`src/rtl/lmp_map.svh`:
```
/*
  Register offsets, field positions, reset values and timing counts of the lamp driver configuration port.
  Assumes inclusion by bare name from every design file that needs them.
*/
`ifndef LMP_MAP_SVH
`define LMP_MAP_SVH
`define LMP_REG_FIRST      4'h0
`define LMP_REG_SOUND      4'h5
`define LMP_REG_CH1        4'h6
`define LMP_REG_CH2        4'h7
`define LMP_REG_CH3        4'h8
`define LMP_REG_CH4        4'h9
`define LMP_REG_UPDATE     4'ha
`define LMP_REG_LAST       4'hb
`define LMP_CFG_RESET      8'h00
`define LMP_ADDR_PREFIX    5'h1e
`define LMP_BITS_PER_BYTE  4'h8
`define LMP_BIT_MOD        7
`define LMP_BIT_ENV        6
`define LMP_DIV_HI         5
`define LMP_DIV_LO         4
`define LMP_EN_HI          3
`define LMP_RT_HI          7
`define LMP_RT_LO          5
`define LMP_LVL_HI         4
`define LMP_DIV_CODE0      5'h10
`define LMP_DIV_CODE1      5'h08
`define LMP_DIV_CODE2      5'h04
`define LMP_DIV_CODE3      5'h02
`define LMP_RT_MUL1        32'h1
`define LMP_RT_MUL2        32'h2
`define LMP_RT_MUL3        32'h4
`define LMP_RT_MUL4        32'h8
`define LMP_RT_MUL5        32'hc
`define LMP_RT_MUL6        32'h10
`define LMP_RT_MUL7        32'h20
`define LMP_CLK_PERIOD_NS  8
`define LMP_RAMP_UNIT_NS   62500000
`define LMP_LEVEL_STEPS    31
`endif

```
`src/rtl/lmp_pkg.sv`:
```
/*
  Types of the lamp driver configuration port: the serial slave state encoding.
  Assumes nothing of its surroundings.
*/
package lmp_pkg;
  // Gray order along idle, address, ack, write, read, read ack, skip
  typedef enum logic [2:0] {
    ST_IDLE = 3'h0,
    ST_ADDR = 3'h1,
    ST_AACK = 3'h3,
    ST_WDAT = 3'h2,
    ST_RDAT = 3'h6,
    ST_RACK = 3'h7,
    ST_SKIP = 3'h5
  } lmp_state_t;
endpackage

```
`src/rtl/lmp_sync.sv`:
```
/*
  Two-flop synchroniser for the serial pins and address-select pins.
  Assumes asynchronous inputs and the system clock and reset of the port.
*/
module lmp_sync
  import lmp_pkg::*;
(
  input  wire logic       sys_clk,
  input  wire logic       rst_n,
  input  wire logic [3:0] asyncIn,
  output logic      [3:0] syncOut
);
  genvar i;
  generate
    for (i = 0; i < 4; i = i + 1) begin : g_bit
      logic meta_q;
      always_ff @(posedge sys_clk or negedge rst_n) begin
        if (!rst_n) begin
          meta_q     <= 1'b1;
          syncOut[i] <= 1'b1;
        end else begin
          meta_q     <= asyncIn[i];
          syncOut[i] <= meta_q;
        end
      end
    end
  endgenerate
endmodule // lmp_sync

```
`src/rtl/lmp_lamp_cfg.sv`:
```
/*
  Lamp control stage: sound-effect controls and per-channel ramped peak level.
  Assumes register values and a one-cycle update pulse from the serial port on the same clock.
*/
`include "lmp_map.svh"
module lmp_lamp_cfg
  import lmp_pkg::*;
#(
  parameter int unsigned STEP_CYC = 32'd1
) (
  input  wire logic        sys_clk,
  input  wire logic        rst_n,
  input  wire logic [7:0]  soundCfg,
  input  wire logic [31:0] chCfgFlat,
  input  wire logic        updateAll,
  output logic             modulationTypeSelect,
  output logic             envelopeFollow,
  output logic      [4:0]  soundFreqDivider,
  output logic      [3:0]  soundEffectEnable,
  output logic      [11:0] rampDurationSel,
  output logic      [19:0] peakLevelCode
);
  function automatic logic [31:0] rampMul(input logic [2:0] rt);
    case (rt)
      3'h1:    rampMul = `LMP_RT_MUL1;
      3'h2:    rampMul = `LMP_RT_MUL2;
      3'h3:    rampMul = `LMP_RT_MUL3;
      3'h4:    rampMul = `LMP_RT_MUL4;
      3'h5:    rampMul = `LMP_RT_MUL5;
      3'h6:    rampMul = `LMP_RT_MUL6;
      3'h7:    rampMul = `LMP_RT_MUL7;
      default: rampMul = 32'h0;
    endcase
  endfunction

  always_ff @(posedge sys_clk or negedge rst_n) begin
    if (!rst_n) begin
      modulationTypeSelect <= 1'b0;
      envelopeFollow       <= 1'b0;
      soundFreqDivider     <= `LMP_DIV_CODE0;
      soundEffectEnable    <= 4'h0;
    end else begin
      modulationTypeSelect <= soundCfg[`LMP_BIT_MOD];
      envelopeFollow       <= soundCfg[`LMP_BIT_ENV] & ~soundCfg[`LMP_BIT_MOD];
      case (soundCfg[`LMP_DIV_HI:`LMP_DIV_LO])
        2'h0:    soundFreqDivider <= `LMP_DIV_CODE0;
        2'h1:    soundFreqDivider <= `LMP_DIV_CODE1;
        2'h2:    soundFreqDivider <= `LMP_DIV_CODE2;
        default: soundFreqDivider <= `LMP_DIV_CODE3;
      endcase
      // Frequency mode passes the effect only with every enable set
      soundEffectEnable <= soundCfg[`LMP_BIT_MOD] ? {4{&soundCfg[`LMP_EN_HI:0]}} : soundCfg[`LMP_EN_HI:0];
    end
  end

  genvar ch;
  generate
    for (ch = 0; ch < 4; ch = ch + 1) begin : g_ch
      logic [2:0]  rtAct_q;
      logic [4:0]  tgt_q;
      logic [4:0]  lvl_q;
      logic [31:0] cnt_q;
      always_ff @(posedge sys_clk or negedge rst_n) begin
        if (!rst_n) begin
          rtAct_q <= 3'h0;
          tgt_q   <= 5'h00;
        end else if (updateAll) begin
          rtAct_q <= chCfgFlat[ch*8+`LMP_RT_LO +: 3];
          tgt_q   <= chCfgFlat[ch*8 +: 5];
        end
      end
      // Level walks one code per step; code 0 of the ramp field jumps at once
      always_ff @(posedge sys_clk or negedge rst_n) begin
        if (!rst_n) begin
          lvl_q <= 5'h00;
          cnt_q <= 32'h0;
        end else if (lvl_q == tgt_q) begin
          cnt_q <= 32'h0;
        end else if (rtAct_q == 3'h0) begin
          lvl_q <= tgt_q;
        end else if (cnt_q >= STEP_CYC * rampMul(rtAct_q) - 32'h1) begin
          cnt_q <= 32'h0;
          lvl_q <= (lvl_q < tgt_q) ? lvl_q + 5'h01 : lvl_q - 5'h01;
        end else begin
          cnt_q <= cnt_q + 32'h1;
        end
      end
      assign rampDurationSel[ch*3 +: 3] = rtAct_q;
      assign peakLevelCode[ch*5 +: 5]   = lvl_q;
    end
  endgenerate
endmodule // lmp_lamp_cfg

```
`src/rtl/lmp_i2c_cfg_port.sv`:
```
/*
  Two-wire serial slave configuration port of a four-channel lamp driver, with its register file.
  Assumes a bus master driving the serial clock at up to 400 kHz, an external pull-up on the data line,
  and a system clock far faster than the serial clock.
*/
`include "lmp_map.svh"
// Operation
// - Mode bit picks amplitude or frequency modulation
// - Envelope bit tracks sound envelope, ignored in FM
// - Divider code selects sound divide by 16,8,4,2
// - Per-channel enables gate effect in AM
// - Ramp field chooses channel ramp duration
// - Level field scales channel amplitude linearly
// - Slave accepts master clock up to 400 kHz
// - Eight bit bytes each with acknowledge pulse
// - Data changes only with clock low
// - Start and stop detected while clock high
// - Repeated start keeps transaction alive
// - Stop aborts frame unless in start pulse
// - Address is prefix plus two select pins
// - Received bytes acknowledged over whole ninth pulse
// - Matching address acknowledged on ninth pulse
// - Write frame: address, pointer, data, stop
// - Data line open drain, never driven high
// - Pointer advances per write, sticks at last
// - Fresh read starts at zero, sticks at last
// - Preset pointer honoured across repeated start
// - Ramp and level apply on update command
module lmp_i2c_cfg_port
  import lmp_pkg::*;
#(
  parameter int unsigned RAMP_STEP_CYC = (`LMP_RAMP_UNIT_NS / `LMP_CLK_PERIOD_NS) / `LMP_LEVEL_STEPS
) (
  input  wire logic        sys_clk,
  input  wire logic        rst_n,
  input  wire logic        sclIn,
  input  wire logic        sdaIn,
  output logic             sdaOut,
  output logic             sdaOe,
  input  wire logic        addrSelectHi,
  input  wire logic        addrSelectLo,
  output logic             modulationTypeSelect,
  output logic             envelopeFollow,
  output logic      [4:0]  soundFreqDivider,
  output logic      [3:0]  soundEffectEnable,
  output logic      [11:0] rampDurationSel,
  output logic      [19:0] peakLevelCode
);
  logic       sclS;
  logic       sdaS;
  logic       aHiS;
  logic       aLoS;
  logic       sclP_q;
  logic       sdaP_q;
  logic       startHigh_q;
  lmp_state_t state_q;
  logic [3:0] bitCnt_q;
  logic [7:0] shift_q;
  logic [7:0] txShift_q;
  logic       rwRead_q;
  logic       masterAck_q;
  logic       ptrPhase_q;
  logic       ptrPreset_q;
  logic [3:0] ptr_q;
  logic [7:0] soundCfg_q;
  logic [7:0] chCfg_q [0:3];
  logic       updStb_q;
  logic       sdaOe_q;
  logic       sdaOut_q;

  logic       sclRise;
  logic       sclFall;
  logic       startDet;
  logic       stopDet;
  logic       stopOk;
  logic       byteDone;
  logic       addrHit;
  logic       wrEvt;
  logic       rdLoad;
  logic [3:0] ptrNext;
  logic [7:0] rdData;

  // Pins cross into the system clock; the fast sampling covers the shortest legal clock high time
  lmp_sync u_sync (
    .sys_clk (sys_clk),
    .rst_n   (rst_n),
    .asyncIn ({sclIn, sdaIn, addrSelectHi, addrSelectLo}),
    .syncOut ({sclS, sdaS, aHiS, aLoS})
  );

  always_ff @(posedge sys_clk or negedge rst_n) begin
    if (!rst_n) begin
      sclP_q <= 1'b1;
      sdaP_q <= 1'b1;
    end else begin
      sclP_q <= sclS;
      sdaP_q <= sdaS;
    end
  end

  assign sclRise  = sclS & ~sclP_q;
  assign sclFall  = ~sclS & sclP_q;
  // A data edge with the clock held high is a control condition, never data
  assign startDet = sclS & sclP_q & sdaP_q & ~sdaS;
  assign stopDet  = sclS & sclP_q & ~sdaP_q & sdaS;
  assign stopOk   = stopDet & ~startHigh_q;

  // Marks the clock-high pulse that carried a start
  always_ff @(posedge sys_clk or negedge rst_n) begin
    if (!rst_n) begin
      startHigh_q <= 1'b0;
    end else if (startDet) begin
      startHigh_q <= 1'b1;
    end else if (sclFall) begin
      startHigh_q <= 1'b0;
    end
  end

  assign byteDone = sclFall & (bitCnt_q == `LMP_BITS_PER_BYTE);
  assign addrHit  = (shift_q[7:1] == {`LMP_ADDR_PREFIX, aHiS, aLoS});
  assign wrEvt    = (state_q == ST_WDAT) & byteDone;
  assign rdLoad   = sclFall & (((state_q == ST_AACK) & rwRead_q) | ((state_q == ST_RACK) & masterAck_q));
  assign ptrNext  = (ptr_q >= `LMP_REG_LAST) ? `LMP_REG_LAST : ptr_q + 4'h1;

  always_comb begin
    case (ptr_q)
      `LMP_REG_SOUND: rdData = soundCfg_q;
      `LMP_REG_CH1:   rdData = chCfg_q[0];
      `LMP_REG_CH2:   rdData = chCfg_q[1];
      `LMP_REG_CH3:   rdData = chCfg_q[2];
      `LMP_REG_CH4:   rdData = chCfg_q[3];
      default:        rdData = 8'h00;
    endcase
  end

  // Frame sequencing
  always_ff @(posedge sys_clk or negedge rst_n) begin
    if (!rst_n) begin
      state_q     <= ST_IDLE;
      bitCnt_q    <= 4'h0;
      rwRead_q    <= 1'b0;
      masterAck_q <= 1'b0;
    end else if (startDet) begin
      state_q  <= ST_ADDR;
      bitCnt_q <= 4'h0;
    end else if (stopOk) begin
      state_q  <= ST_IDLE;
      bitCnt_q <= 4'h0;
    end else begin
      case (state_q)
        ST_ADDR: begin
          if (sclRise) begin
            bitCnt_q <= bitCnt_q + 4'h1;
          end else if (byteDone) begin
            bitCnt_q <= 4'h0;
            rwRead_q <= shift_q[0];
            state_q  <= addrHit ? ST_AACK : ST_SKIP;
          end
        end
        ST_WDAT: begin
          if (sclRise) begin
            bitCnt_q <= bitCnt_q + 4'h1;
          end else if (byteDone) begin
            bitCnt_q <= 4'h0;
            state_q  <= ST_AACK;
          end
        end
        ST_AACK: begin
          if (sclFall) begin
            bitCnt_q <= 4'h0;
            state_q  <= rwRead_q ? ST_RDAT : ST_WDAT;
          end
        end
        ST_RDAT: begin
          if (sclFall) begin
            if (bitCnt_q == `LMP_BITS_PER_BYTE - 4'h1) begin
              bitCnt_q <= 4'h0;
              state_q  <= ST_RACK;
            end else begin
              bitCnt_q <= bitCnt_q + 4'h1;
            end
          end
        end
        ST_RACK: begin
          if (sclRise) begin
            masterAck_q <= ~sdaS;
          end else if (sclFall) begin
            // A not-acknowledge ends the read; the bus is left to the master's stop
            state_q <= masterAck_q ? ST_RDAT : ST_SKIP;
          end
        end
        ST_IDLE, ST_SKIP: begin
          bitCnt_q <= 4'h0;
        end
        default: begin
          state_q <= ST_IDLE;
        end
      endcase
    end
  end

  // Receive shifter samples on the rising clock edge
  always_ff @(posedge sys_clk or negedge rst_n) begin
    if (!rst_n) begin
      shift_q <= 8'h00;
    end else if (sclRise && (state_q == ST_ADDR || state_q == ST_WDAT)) begin
      shift_q <= {shift_q[6:0], sdaS};
    end
  end

  // Register pointer
  always_ff @(posedge sys_clk or negedge rst_n) begin
    if (!rst_n) begin
      ptr_q       <= `LMP_REG_FIRST;
      ptrPhase_q  <= 1'b0;
      ptrPreset_q <= 1'b0;
    end else if (stopOk) begin
      ptrPhase_q  <= 1'b0;
      ptrPreset_q <= 1'b0;
    end else if (state_q == ST_ADDR && byteDone && addrHit) begin
      if (shift_q[0]) begin
        ptrPreset_q <= 1'b0;
        if (!ptrPreset_q) begin
          ptr_q <= `LMP_REG_FIRST;
        end
      end else begin
        ptrPhase_q <= 1'b1;
      end
    end else if (wrEvt && ptrPhase_q) begin
      ptr_q       <= (shift_q > {4'h0, `LMP_REG_LAST}) ? `LMP_REG_LAST : shift_q[3:0];
      ptrPhase_q  <= 1'b0;
      ptrPreset_q <= 1'b1;
    end else if (wrEvt || rdLoad) begin
      ptr_q <= ptrNext;
    end
  end

  // Register file and update command
  always_ff @(posedge sys_clk or negedge rst_n) begin
    if (!rst_n) begin
      soundCfg_q <= `LMP_CFG_RESET;
      chCfg_q[0] <= `LMP_CFG_RESET;
      chCfg_q[1] <= `LMP_CFG_RESET;
      chCfg_q[2] <= `LMP_CFG_RESET;
      chCfg_q[3] <= `LMP_CFG_RESET;
      updStb_q   <= 1'b0;
    end else begin
      updStb_q <= 1'b0;
      if (wrEvt && !ptrPhase_q) begin
        case (ptr_q)
          `LMP_REG_SOUND:  soundCfg_q <= shift_q;
          `LMP_REG_CH1:    chCfg_q[0] <= shift_q;
          `LMP_REG_CH2:    chCfg_q[1] <= shift_q;
          `LMP_REG_CH3:    chCfg_q[2] <= shift_q;
          `LMP_REG_CH4:    chCfg_q[3] <= shift_q;
          `LMP_REG_UPDATE: updStb_q   <= 1'b1;
          default:         updStb_q   <= 1'b0;
        endcase
      end
    end
  end

  // Transmit shifter advances on the falling clock edge
  always_ff @(posedge sys_clk or negedge rst_n) begin
    if (!rst_n) begin
      txShift_q <= 8'h00;
    end else if (rdLoad) begin
      txShift_q <= rdData;
    end else if (sclFall && state_q == ST_RDAT) begin
      txShift_q <= {txShift_q[6:0], 1'b0};
    end
  end

  // Open-drain data drive: the enable pulls low, the driven level stays low
  always_ff @(posedge sys_clk or negedge rst_n) begin
    if (!rst_n) begin
      sdaOe_q  <= 1'b0;
      sdaOut_q <= 1'b0;
    end else begin
      sdaOut_q <= 1'b0;
      if (startDet || stopOk) begin
        sdaOe_q <= 1'b0;
      end else if (sclFall) begin
        case (state_q)
          ST_ADDR: sdaOe_q <= byteDone & addrHit;
          ST_WDAT: sdaOe_q <= byteDone;
          ST_AACK: sdaOe_q <= rwRead_q & ~rdData[7];
          ST_RDAT: sdaOe_q <= (bitCnt_q != `LMP_BITS_PER_BYTE - 4'h1) & ~txShift_q[6];
          ST_RACK: sdaOe_q <= masterAck_q & ~rdData[7];
          default: sdaOe_q <= 1'b0;
        endcase
      end
    end
  end

  assign sdaOe  = sdaOe_q;
  assign sdaOut = sdaOut_q;

  lmp_lamp_cfg #(
    .STEP_CYC (RAMP_STEP_CYC)
  ) u_lamp (
    .sys_clk              (sys_clk),
    .rst_n                (rst_n),
    .soundCfg             (soundCfg_q),
    .chCfgFlat            ({chCfg_q[3], chCfg_q[2], chCfg_q[1], chCfg_q[0]}),
    .updateAll            (updStb_q),
    .modulationTypeSelect (modulationTypeSelect),
    .envelopeFollow       (envelopeFollow),
    .soundFreqDivider     (soundFreqDivider),
    .soundEffectEnable    (soundEffectEnable),
    .rampDurationSel      (rampDurationSel),
    .peakLevelCode        (peakLevelCode)
  );
endmodule // lmp_i2c_cfg_port

```
`config.mk`:
```
export PLATFORM = sky130hd
export DESIGN_NAME = lmp_i2c_cfg_port
export DESIGN_NICKNAME = d
export VERILOG_FILES = /design/src/rtl/lmp_pkg.sv /design/src/rtl/lmp_sync.sv /design/src/rtl/lmp_lamp_cfg.sv /design/src/rtl/lmp_i2c_cfg_port.sv
export VERILOG_INCLUDE_DIRS = /design/src /design/src/rtl
export SDC_FILE = /design/constraint.sdc
export NUM_CORES = 1
export LEC_CHECK = 0
export ABC_AREA = 1
export BUFFER_PORTS_ARGS = -buffer_cell sky130_fd_sc_hd__buf_2
export CORE_MARGIN = 8
export CORE_UTILIZATION = 46
export CTS_CLUSTER_DIAMETER = 120
export CTS_CLUSTER_SIZE = 20
export DETAILED_ROUTE_END_ITERATION = 8
export PLACE_DENSITY = 0.61
export REMOVE_ABC_BUFFERS = 1
export SYNTH_ARGS = -nofsm -noshare
export SYNTH_HDL_FRONTEND = slang
export SYNTH_SLANG_ARGS = --single-unit
```
`constraint.sdc`:
```
create_clock -name sys_clk -period 7.8 [get_ports sys_clk]
set_clock_uncertainty 0.2 [all_clocks]
set_input_delay 0 -clock sys_clk [delete_from_list [all_inputs] [get_ports sys_clk]]
set_output_delay 0 -clock sys_clk [all_outputs]
set_load 0.005 [all_outputs]
```
[Word-level counts from Yosys, hierarchy flattened]
Index checks and enable logic that the tools add are counted.
W data, S select, Z words.
Word-level totals
  bits in registers: 274
  bits in latches: 0
  RAM bits: 0
  bits in read-only memories: 0
  input bits: 6
  word-level logic and storage cells: 313
  memories kept: 0
Operators by class
  add/sub/neg operators: 18
  multiply operators: 4
  divide/modulo/power cells: 0
  order comparisons: 10
  eq/ne operators: 69
  shift operators: 0
  muxes and demuxes: 86
  bitwise logic cells: 34
  reduce and logical (&&, ||, !) cells: 45
Operators with widths (number)
  $mux W32: 20
  $pmux W6 S7: 4
  $add A32 B1 Y32 const B: 4
  $ge A32 B32 Y1: 4
  $mul A14 B32 Y28 const A: 4
  $sub A32 B1 Y32 const B: 4
  $mux W4: 15
  $mux W5: 12
  $eq A3 B3 Y1 const B: 19
  $pmux W8 S5: 1
  $mux W3: 13
  $ne A4 B4 Y1 const B: 9
  $eq A3 B2 Y1 const B: 10
  $reduce_and A2 Y1: 11
  $add A5 B1 Y5 const B: 4
  $eq A5 B5 Y1: 4
  $lt A5 B5 Y1: 4
  $sub A5 B1 Y5 const B: 4
  $and A1 B1 Y1: 18
  $pmux W3 S6: 1
  $eq A4 B3 Y1 const B: 4
  $eq A4 B4 Y1 const B: 4
  $pmux W4 S4: 1
  $reduce_and A4 Y1: 4
  30 further kinds: 88

[Depth between registers and ports, before layout]
Gate-level depths: netlist of the first run.
  depth after elaboration: 10
  depth in mapped cells: 43
  depth with buffers taken out: 43

[Cells and area by module]
Synthesis of the first run repeated with hierarchy kept, for this count alone.
Second synthesis, totals
  cell total of the unflattened synthesis: 4182
  area total of the unflattened synthesis: 29688.5 sq um
Modules (own cells, without submodules)
  lmp_lamp_cfg: instances 1, cells each 3661, area each 25498.2 sq um, sequential area each 4755.8 sq um
  lmp_i2c_cfg_port: instances 1, cells each 513, area each 3980.1 sq um, sequential area each 1879.3 sq um
  lmp_sync: instances 1, cells each 8, area each 210.2 sq um, sequential area each 210.2 sq um

[Least setup slack after synthesis of the first run]
Ideal clock, no wire load.
  path type: reg2reg
  start: reg u_lamp.g_ch[2].rtAct_q[2]
  end: reg u_lamp.g_ch[2].cnt_q[10]
  library setup time: 0.133 ns
  arrival time: 6.536 ns
  setup slack: 0.932 ns
  stages on the path, launching flop included: 42
  buffers on the path: 3
  clock period less this slack: 6.868 ns
  path through: dfrtp_1 -> buf_6 -> inv_4 -> nor2_4 -> inv_1 -> nor2_1 -> inv_1 -> ha_1 -> nor2_1 -> ha_1 -> ha_1 -> inv_1 -> fa_1 -> inv_1 -> fa_1 -> ha_1 -> ha_1 -> ha_1 -> [... 6 more ...] -> nand2_1 -> nand2_1 -> a21oi_1 -> nand2_1 -> nor2_8 -> nand2_1 -> nand2_1 -> nand2_1 -> ha_1 -> nand2_1 -> nor3_1 -> inv_1 -> nor4_1 -> nand2_1 -> nand3_1 -> clkbuf_1 -> buf_2 -> o22ai_1
Between the ends
  cells in the longest elaborated chain, start to end: 10
  elaborated cells on any way between the ends: 18
  classes of those cells: add/sub (1); mul (1); order compare (1); eq/ne (8); mux (6); reduce/logical (1)
RTL lines
  start, declared: line lmp_lamp_cfg.sv:59  | logic [2:0] rtAct_q;
  start signal, assigned: line lmp_lamp_cfg.sv:68  | rtAct_q <= chCfgFlat[ch*8+`LMP_RT_LO +: 3];
  $eq A3 B3 Y1, or another cell as far along: line lmp_lamp_cfg.sv:24  | case (rt)
  $pmux W6 S7: line lmp_lamp_cfg.sv:24
  $mux W32: line lmp_lamp_cfg.sv:79  | end else if (rtAct_q == 3'h0) begin
  $mux W32: line lmp_lamp_cfg.sv:77  | end else if (lvl_q == tgt_q) begin
  $mul A14 B32 Y28: line lmp_lamp_cfg.sv:81  | end else if (cnt_q >= STEP_CYC * rampMul(rtAct_q) - 32'h1) begin
  $sub A32 B1 Y32: line lmp_lamp_cfg.sv:81
  $ge A32 B32 Y1: line lmp_lamp_cfg.sv:81
  $mux W32: line lmp_lamp_cfg.sv:81
  $mux W32: line lmp_lamp_cfg.sv:79
  $mux W32: line lmp_lamp_cfg.sv:77
  end signal, assigned: line lmp_lamp_cfg.sv:85  | cnt_q <= cnt_q + 32'h1;
  end, declared: line lmp_lamp_cfg.sv:62  | logic [31:0] cnt_q;
Parallel ways exist; a longest one is shown, timed or not. The select of a mux whose other input is x is not followed.
A chain may end at the register's enable or synchronous reset.

[Worst setup path in the final report of the first run]
  start: reg u_lamp.g_ch[1].rtAct_q[0]
  end: reg u_lamp.g_ch[1].cnt_q[1]
Between the ends
  cells in the longest elaborated chain, start to end: 10
  elaborated cells on any way between the ends: 18
  classes of those cells: add/sub (1); mul (1); order compare (1); eq/ne (8); mux (6); reduce/logical (1)
RTL lines (line)
  start, declared: lmp_lamp_cfg.sv:59
  start signal, assigned: lmp_lamp_cfg.sv:68
  $eq A3 B3 Y1, or another cell as far along: lmp_lamp_cfg.sv:24
  $pmux W6 S7: lmp_lamp_cfg.sv:24
  $mux W32: lmp_lamp_cfg.sv:79
  $mux W32: lmp_lamp_cfg.sv:77
  $mul A14 B32 Y28: lmp_lamp_cfg.sv:81
  $sub A32 B1 Y32: lmp_lamp_cfg.sv:81
  $ge A32 B32 Y1: lmp_lamp_cfg.sv:81
  $mux W32: lmp_lamp_cfg.sv:81
  $mux W32: lmp_lamp_cfg.sv:79
  $mux W32: lmp_lamp_cfg.sv:77
  end signal, assigned: lmp_lamp_cfg.sv:85
  end, declared: lmp_lamp_cfg.sv:62
Parallel ways exist; a longest one is shown, timed or not. The select of a mux whose other input is x is not followed.

==> results of run 1 <==
-- worst max path at each step --
stage | from | end | depth (start not counted)
global placement | u_lamp.g_ch[0].rtAct_q[0] | u_lamp.g_ch[0].lvl_q[1] | 37
CTS | u_lamp.g_ch[0].rtAct_q[0] | u_lamp.g_ch[0].lvl_q[1] | 38
finish | u_lamp.g_ch[1].rtAct_q[0] | u_lamp.g_ch[1].cnt_q[1] | 38
global route | u_lamp.g_ch[1].rtAct_q[0] | u_lamp.g_ch[1].cnt_q[1] | 40
detailed placement | u_lamp.g_ch[0].rtAct_q[0] | u_lamp.g_ch[0].lvl_q[1] | 37
floorplan | u_lamp.g_ch[1].rtAct_q[2] | u_lamp.g_ch[1].cnt_q[0] | 39
-- area by class of cell --
cell class,count,area (sq um),share of cell area [%]
clock buffer,24,452,1.40
sequential,273,6850,21.2
timing repair buffer,104,726,2.25
tap,864,1080,3.34
clock inverter,2,17.5,0.0542
inverter,694,2610,8.07
multi-input combinational,3280,20600,63.7
-- cell usage after synthesis (all sizes together) (12+ instances only) --
master	n	area, sq um
nand3b	19	143
xor2	121	1090
dfrtp	262	6560
ha	494	6180
or2	12	75.1
inv	692	2600
buf	13	81.3
fa	40	801
a21oi	146	734
nor3	96	507
nor4	26	163
xnor2	72	653
nand2	1224	4770
nor2	362	1520
clkbuf	38	143
o21ai	221	1110
o22ai	41	257
nand3	226	1240
nand4	75	469
-- critical path, delay by kind of cell, from the launching register on --
kind | cells | cell delay, ps
AO/OA/AOI/OAI | 5 | 760
AND/OR/NAND/NOR | 18 | 2170
buffers and inverters | 6 | 550
flip-flops | 1 | 470
adder cells (fa/ha/maj) | 9 | 2940
-- timing repair --
action	CTS	global route
endpoints found under the setup margin	0	132
setup buffers	0	8
gates resized for setup	0	27
endpoints found under the hold margin	116	0
hold buffers	9	0
-- power groups by stage --
stage	Clock, mW	Combinational [mW]	Sequential [mW]
2_1_floorplan	0	0.162	1.49
3_3_place_gp	0	0.252	1.50
3_5_place_dp	0	0.255	1.50
4_1_cts	0.935	0.260	1.47
5_1_grt	0.983	0.296	1.47
6_report	0.897	0.257	1.47
-- metal layers --
metal	global-route usage (%)	up-vias	wire (um)
li1	-	14062	-
met1	29.3	12330	38300
met2	35.5	394	35900
met3	1.81	76	2660
met4	2.97	0	1040
met5	0	-	0
-- state kept, by name, summed over array words and instances (netlist names), 3 cells and up --
signal	flops
bitCnt_q	4
u_lamp.g_ch.tgt_q	20
u_lamp.g_ch.rtAct_q	12
u_lamp.g_ch.cnt_q	128
soundCfg_q	8
u_lamp.soundFreqDivider	4
shift_q	8
ptr_q	4
chCfg_q	32
txShift_q	7
u_lamp.soundEffectEnable	4
u_lamp.g_ch.lvl_q	20
u_sync.g_bit.meta_q	4
state_q	3
u_sync.syncOut	4
-- kinds of logic (layout without fill, tap and decap cells) --
family / Yosys count / after routing
other cells: 2 / 10
buf+inv: 745 / 824
xor+xnor: 193 / 193
mux: 3 / 3
fa+ha+maj: 534 / 534
simple gates: 2049 / 2049
flops: 273 / 273
compound gates: 491 / 491
-- stage by stage --
stage	setup TNS (ps)	area (sq um)	hold WS, ps
finish	0	32300	-78.6
global route	-20.7	32300	40.2
CTS	0	32200	12.3
detailed placement	0	31600	-92.1
global placement	0	31600	-94.6
floorplan	0	30000	-496
==> metrics.cfg, run 1 <==
[sta]
finalHoldViolCount=12
max_slew_margin_pct=30.3
period_needed_ps=7200
max_freq_ghz=0.139
setup_ws_ps=598
tightest_slew_ps=1050
finalCritPeriodShare_pct=92.3
whs_ps=-78.6
setup_violations=0
slew_violations=0

[global_route]
grt_use_total_pct=20.9
grt_start_max_net_pins=162
grt_pass1_wl_um=131000
grt.overflow.total=0
antenna_found_initial=0
grt_pass1_vias=25853

[route]
via_count=26862
wl_um=77900
drt_pass1_iterations=5
drtIter0Drc=1670
drcViolationCount=0
wire_per_inst_um=14.9
ant_nets=0
vias_per_cell=5.13

[critical_path]
r2r_cells=38
critPathRequiredTime_ps=8050
cp_max_fo=7
cp_common_cell=nand2_1
worstPathArrival_ps=7450
max_stage_delay_ps=540
reg2reg_to=u_lamp.g_ch[1].cnt_q[1]
worst_r2r_startpoint=u_lamp.g_ch[1].rtAct_q[0]
cp-start-kind=flip-flop
cp-end-kind=flip-flop
crit_type=flip-flop to flip-flop
critical-path-slowest-cell=fa_1
regToRegSetupSlack_ps=600

[power]
ir_drop_mv=0.101
pwr-share-clk_pct=34.2
power_density_nw_per_um2=81.1
pwr-share-comb_pct=9.8
switchingPower_mw=0.698
netSwitchingFraction_pct=26.6
intPower_mw=1.92
leakage_nw=17.9
p_seq_share_pct=56.0
p_total_mw=2.62

[synthesis]
yosys.area_share.simple_pct=29.7
synth_async_sr_flop_share_pct=100
yosysWarningCount=0
synth_cell_type_count=68
ys.flop_type=dfrtp_1
synth_fa_ha_area_share_pct=23.2
synth_cells=4290
netlist_area_sq_um=30200
synth_edf_count=0
seq_area_frac_synth_pct=22.7
yosys_register_bits=273
synth-xor-area-share_pct=5.77
synth_top_family_by_area=simple AND/OR/NAND/NOR gates
syn_area_per_cell_sq_um=7.03
synth-compound-area-share_pct=9.15
synth.area.mux_share_pct=0.104

[place]
port_buffers=48
post-place-cells=5198
gp_congestion=0.907
dp_hpwl_um=64200
post-place-ws_ps=157

[layout]
antenna_cells=0
final_cell_mix=nand2_1, inv_1, ha_1, nor2_1, dfrtp_1
final_cell_count_no_fill=5241
post-route-util_pct=49.5
finalNetCount=4910
final_common_cell=nand2_1
layout-drive-gt1-share_pct=6.92
nFillCells=6706
syn2layout_area_growth_pct=7.18

[floorplanning]
die_y_um=272
initial_core_util_pct=46.2
io-pin-count=51
rows=94
die-area_sq_um=74000
core_area_sq_um=65300
die_w_um=272

[run_status]
violations=hold timing
outcome=complete, but fails checks

[run]
drv_cap=0

[clock_tree]
clock_sinks=273
cts.clk_slew.worst_paths_ps=90
cts_made_buffers=17
tritoncts=built
cts_root_buffer=clkbuf_16
cts_htree_levels=1
clk-insertion-delay-late_ps=520
cts_buffer_depth=3

[worst_hold_path]
hold_class=primary input to asynchronous set/reset pin

(Power assumes the default switching activity.)
==> run 2, diff against run 1 <==
--- a/config.mk
+++ b/config.mk
@@ -13,6 +13,7 @@
 export CTS_CLUSTER_DIAMETER = 120
 export CTS_CLUSTER_SIZE = 20
 export DETAILED_ROUTE_END_ITERATION = 8
+export MAX_ROUTING_LAYER = met4
 export PLACE_DENSITY = 0.61
 export REMOVE_ABC_BUFFERS = 1
 export SYNTH_ARGS = -nofsm -noshare
==> run 2 against run 1 <==
Compared with the run above:
- the flow now finishes without violations
- fmax decreased by 0.52%
- routed wire length is essentially flat
- total power rose by 3.4%
- largest power group unchanged
- sequential power about the same
- die area unchanged
- critical endpoint is now u_lamp.g_ch[0].cnt_q[21]
- global-route usage is 0.56 points higher
- core utilization grew 0.22 points
==> metrics.cfg, run 2 (synthesis results as in run 1) <==
[clock_tree]
clock_sinks=273  ; unchanged
cts_buffer_depth=3  ; unchanged
cts_htree_levels=1  ; unchanged
cts.clk_slew.worst_paths_ps=90  ; about the same
cts_made_buffers=18  ; +1
tritoncts=built
cts_root_buffer=clkbuf_16
clk-insertion-delay-late_ps=550  ; +30 ps

[layout]
layout-drive-gt1-share_pct=7.28  ; +0.36 points
largest_register_ffs=128  ; unchanged
syn2layout_area_growth_pct=7.66
top_regs=u_lamp.g_ch.cnt_q (128), chCfg_q (32)
final_common_cell=nand2_1
final_area_sq_um=32500  ; +0.45%
final_cell_mix=nand2_1, inv_1, ha_1, nor2_1, dfrtp_1
finalNetCount=4911  ; +0.020%
nFillCells=6717  ; +0.16%
largest-register=u_lamp.g_ch.cnt_q

[power]
ir_drop_mv=0.166  ; +64%
leakage_nw=18.0  ; +0.18%
power_density_nw_per_um2=83.5  ; +2.9%
p_total_mw=2.71  ; +3.4%

[route]
wl_um=77900  ; about the same
wire_per_inst_um=14.8  ; about the same
drtIter0Drc=1704  ; +2.0%
drt_pass1_iterations=6  ; +1
vias_per_cell=5.08  ; -0.84%
ant_nets=0  ; unchanged
via_count=26668  ; -0.72%
drcViolationCount=0  ; unchanged

[floorplanning]
die-area_sq_um=74000  ; unchanged
io-pin-count=51  ; unchanged
rows=94  ; unchanged
initial_core_util_pct=46.2  ; unchanged
core_area_sq_um=65300  ; unchanged
die_y_um=272  ; unchanged
die_w_um=272  ; unchanged

[critical_path]
regToRegSetupSlack_ps=560  ; -40 ps
r2r_cells=35  ; -7.9%
critPathLaunch=u_lamp.g_ch[0].rtAct_q[0]
reg2reg_to=u_lamp.g_ch[0].cnt_q[21]
critPathRequiredTime_ps=8070  ; +20 ps
critical-path-slowest-cell=fa_1
cp_max_fo=23  ; +16
max_stage_delay_ps=530  ; about the same
crit_type=flip-flop to flip-flop
worstPathArrival_ps=7510  ; +60 ps
cp-start-kind=flip-flop
cp-end-kind=flip-flop
worst_r2r_startpoint=u_lamp.g_ch[0].rtAct_q[0]

[worst_hold_path]
hold_class=flip-flop to flip-flop
min_from=u_sync.g_bit[0].meta_q
hold_path_end=u_sync.syncOut[0]
min_path_cells=0

[global_route]
grt.overflow.total=0  ; unchanged
antenna_found_initial=2  ; +2
grt_pass1_wl_um=130000  ; -0.52%
grt_use_total_pct=21.4  ; +0.56 points
grt_start_max_net_pins=174  ; +7.4%
grt_pass1_vias=25784  ; -0.27%

[sta]
finalCritPeriodShare_pct=92.8  ; +0.48 points
max_freq_ghz=0.138  ; -0.52%
max_slew_margin_pct=32.3  ; +2.1 points
period_needed_ps=7240  ; +37.4 ps
tightest_slew_ps=1010  ; -30.9 ps
slew_violations=0  ; unchanged
setup_violations=0  ; unchanged
finalHoldViolCount=0  ; -12

[run]
drv_cap=0  ; unchanged

[run_status]
outcome=finished, final reports clean

[place]
dp_hpwl_um=64000  ; -0.35%
gp_congestion=0.907  ; about the same
place_area_sq_um=31600  ; -0.11%
port_buffers=48  ; unchanged

==> run 2: layout make-up <==
| cell class | count | area, sq um | area share [%] |
|---|---|---|---|
| antenna | 2 | 5.00 | 0.0154 |
| clock buffer | 26 | 480 | 1.48 |
| clock inverter | 4 | 63.8 | 0.197 |
| inverter | 694 | 2610 | 8.03 |
| multi-input combinational | 3280 | 20600 | 63.6 |
| sequential | 273 | 6850 | 21.1 |
| tap | 864 | 1080 | 3.33 |
| timing repair buffer | 104 | 741 | 2.28 |
==> run 2: worst max-delay path, delay by kind of cell, from the launching register on <==
kind | cells | cell delay [ps]
adders and majority gates | 9 | 3030
and+or+nand+nor | 13 | 1640
AOI/OAI and AO/OA | 4 | 950
buffers and inverters | 9 | 830
DFF | 1 | 450
==> run 2: where the power goes <==
group	switching [mW]	internal (mW)	leakage, nW
Combinational	0.183	0.0727	14.0
Clock	0.540	0.447	0.261
Sequential	0.0256	1.44	3.75
==> run 2: timing repair <==
| action | CTS | global route |
|---|---|---|
| buffers inserted | 0 | 9 |
| setup endpoints to repair | 0 | 144 |
| resized for setup | 0 | 48 |
| hold endpoints to repair | 104 | 0 |
| hold buffers | 11 | 0 |
==> run 2: worst max-delay path by stage <==
stage | endpoint | slack, ps
6_report | u_lamp.g_ch[0].cnt_q[21] | 560
3_5_place_dp | u_lamp.g_ch[1].cnt_q[31] | 120
3_3_place_gp | u_lamp.g_ch[1].cnt_q[4] | 200
2_1_floorplan | u_lamp.g_ch[1].cnt_q[0] | 300
5_1_grt | u_lamp.g_ch[2].lvl_q[1] | -20
4_1_cts | u_lamp.g_ch[1].cnt_q[14] | 40
==> run 2: layer usage <==
| layer | share of wire (%) | vias to the layer above | track usage, % | wire length (um) |
|---|---|---|---|---|
| li1 | - | 14057 | - | - |
| met1 | 48 | 12173 | 28.6 | 37700 |
| met2 | 46 | 369 | 35.1 | 35700 |
| met3 | 4.1 | 69 | 2.89 | 3180 |
| met4 | 1.7 | 0 | 3.84 | 1310 |
| met5 | 0 | - | - | 0 |
==> run 2: through the flow <==
step                      hold WS (ps)  util (%)  setup WS (ps)  std cells  TNS [ps]
after floorplan                   -496         -            305       4247         0
final                              158      49.7            561       5247         0
after global routing               164      49.7          -15.8       5247     -31.6
after detailed placement         -93.8      48.4            120       5195         0
after CTS                          159      49.4           42.5       5236         0
after global placement           -95.4      48.4            200       5195         0
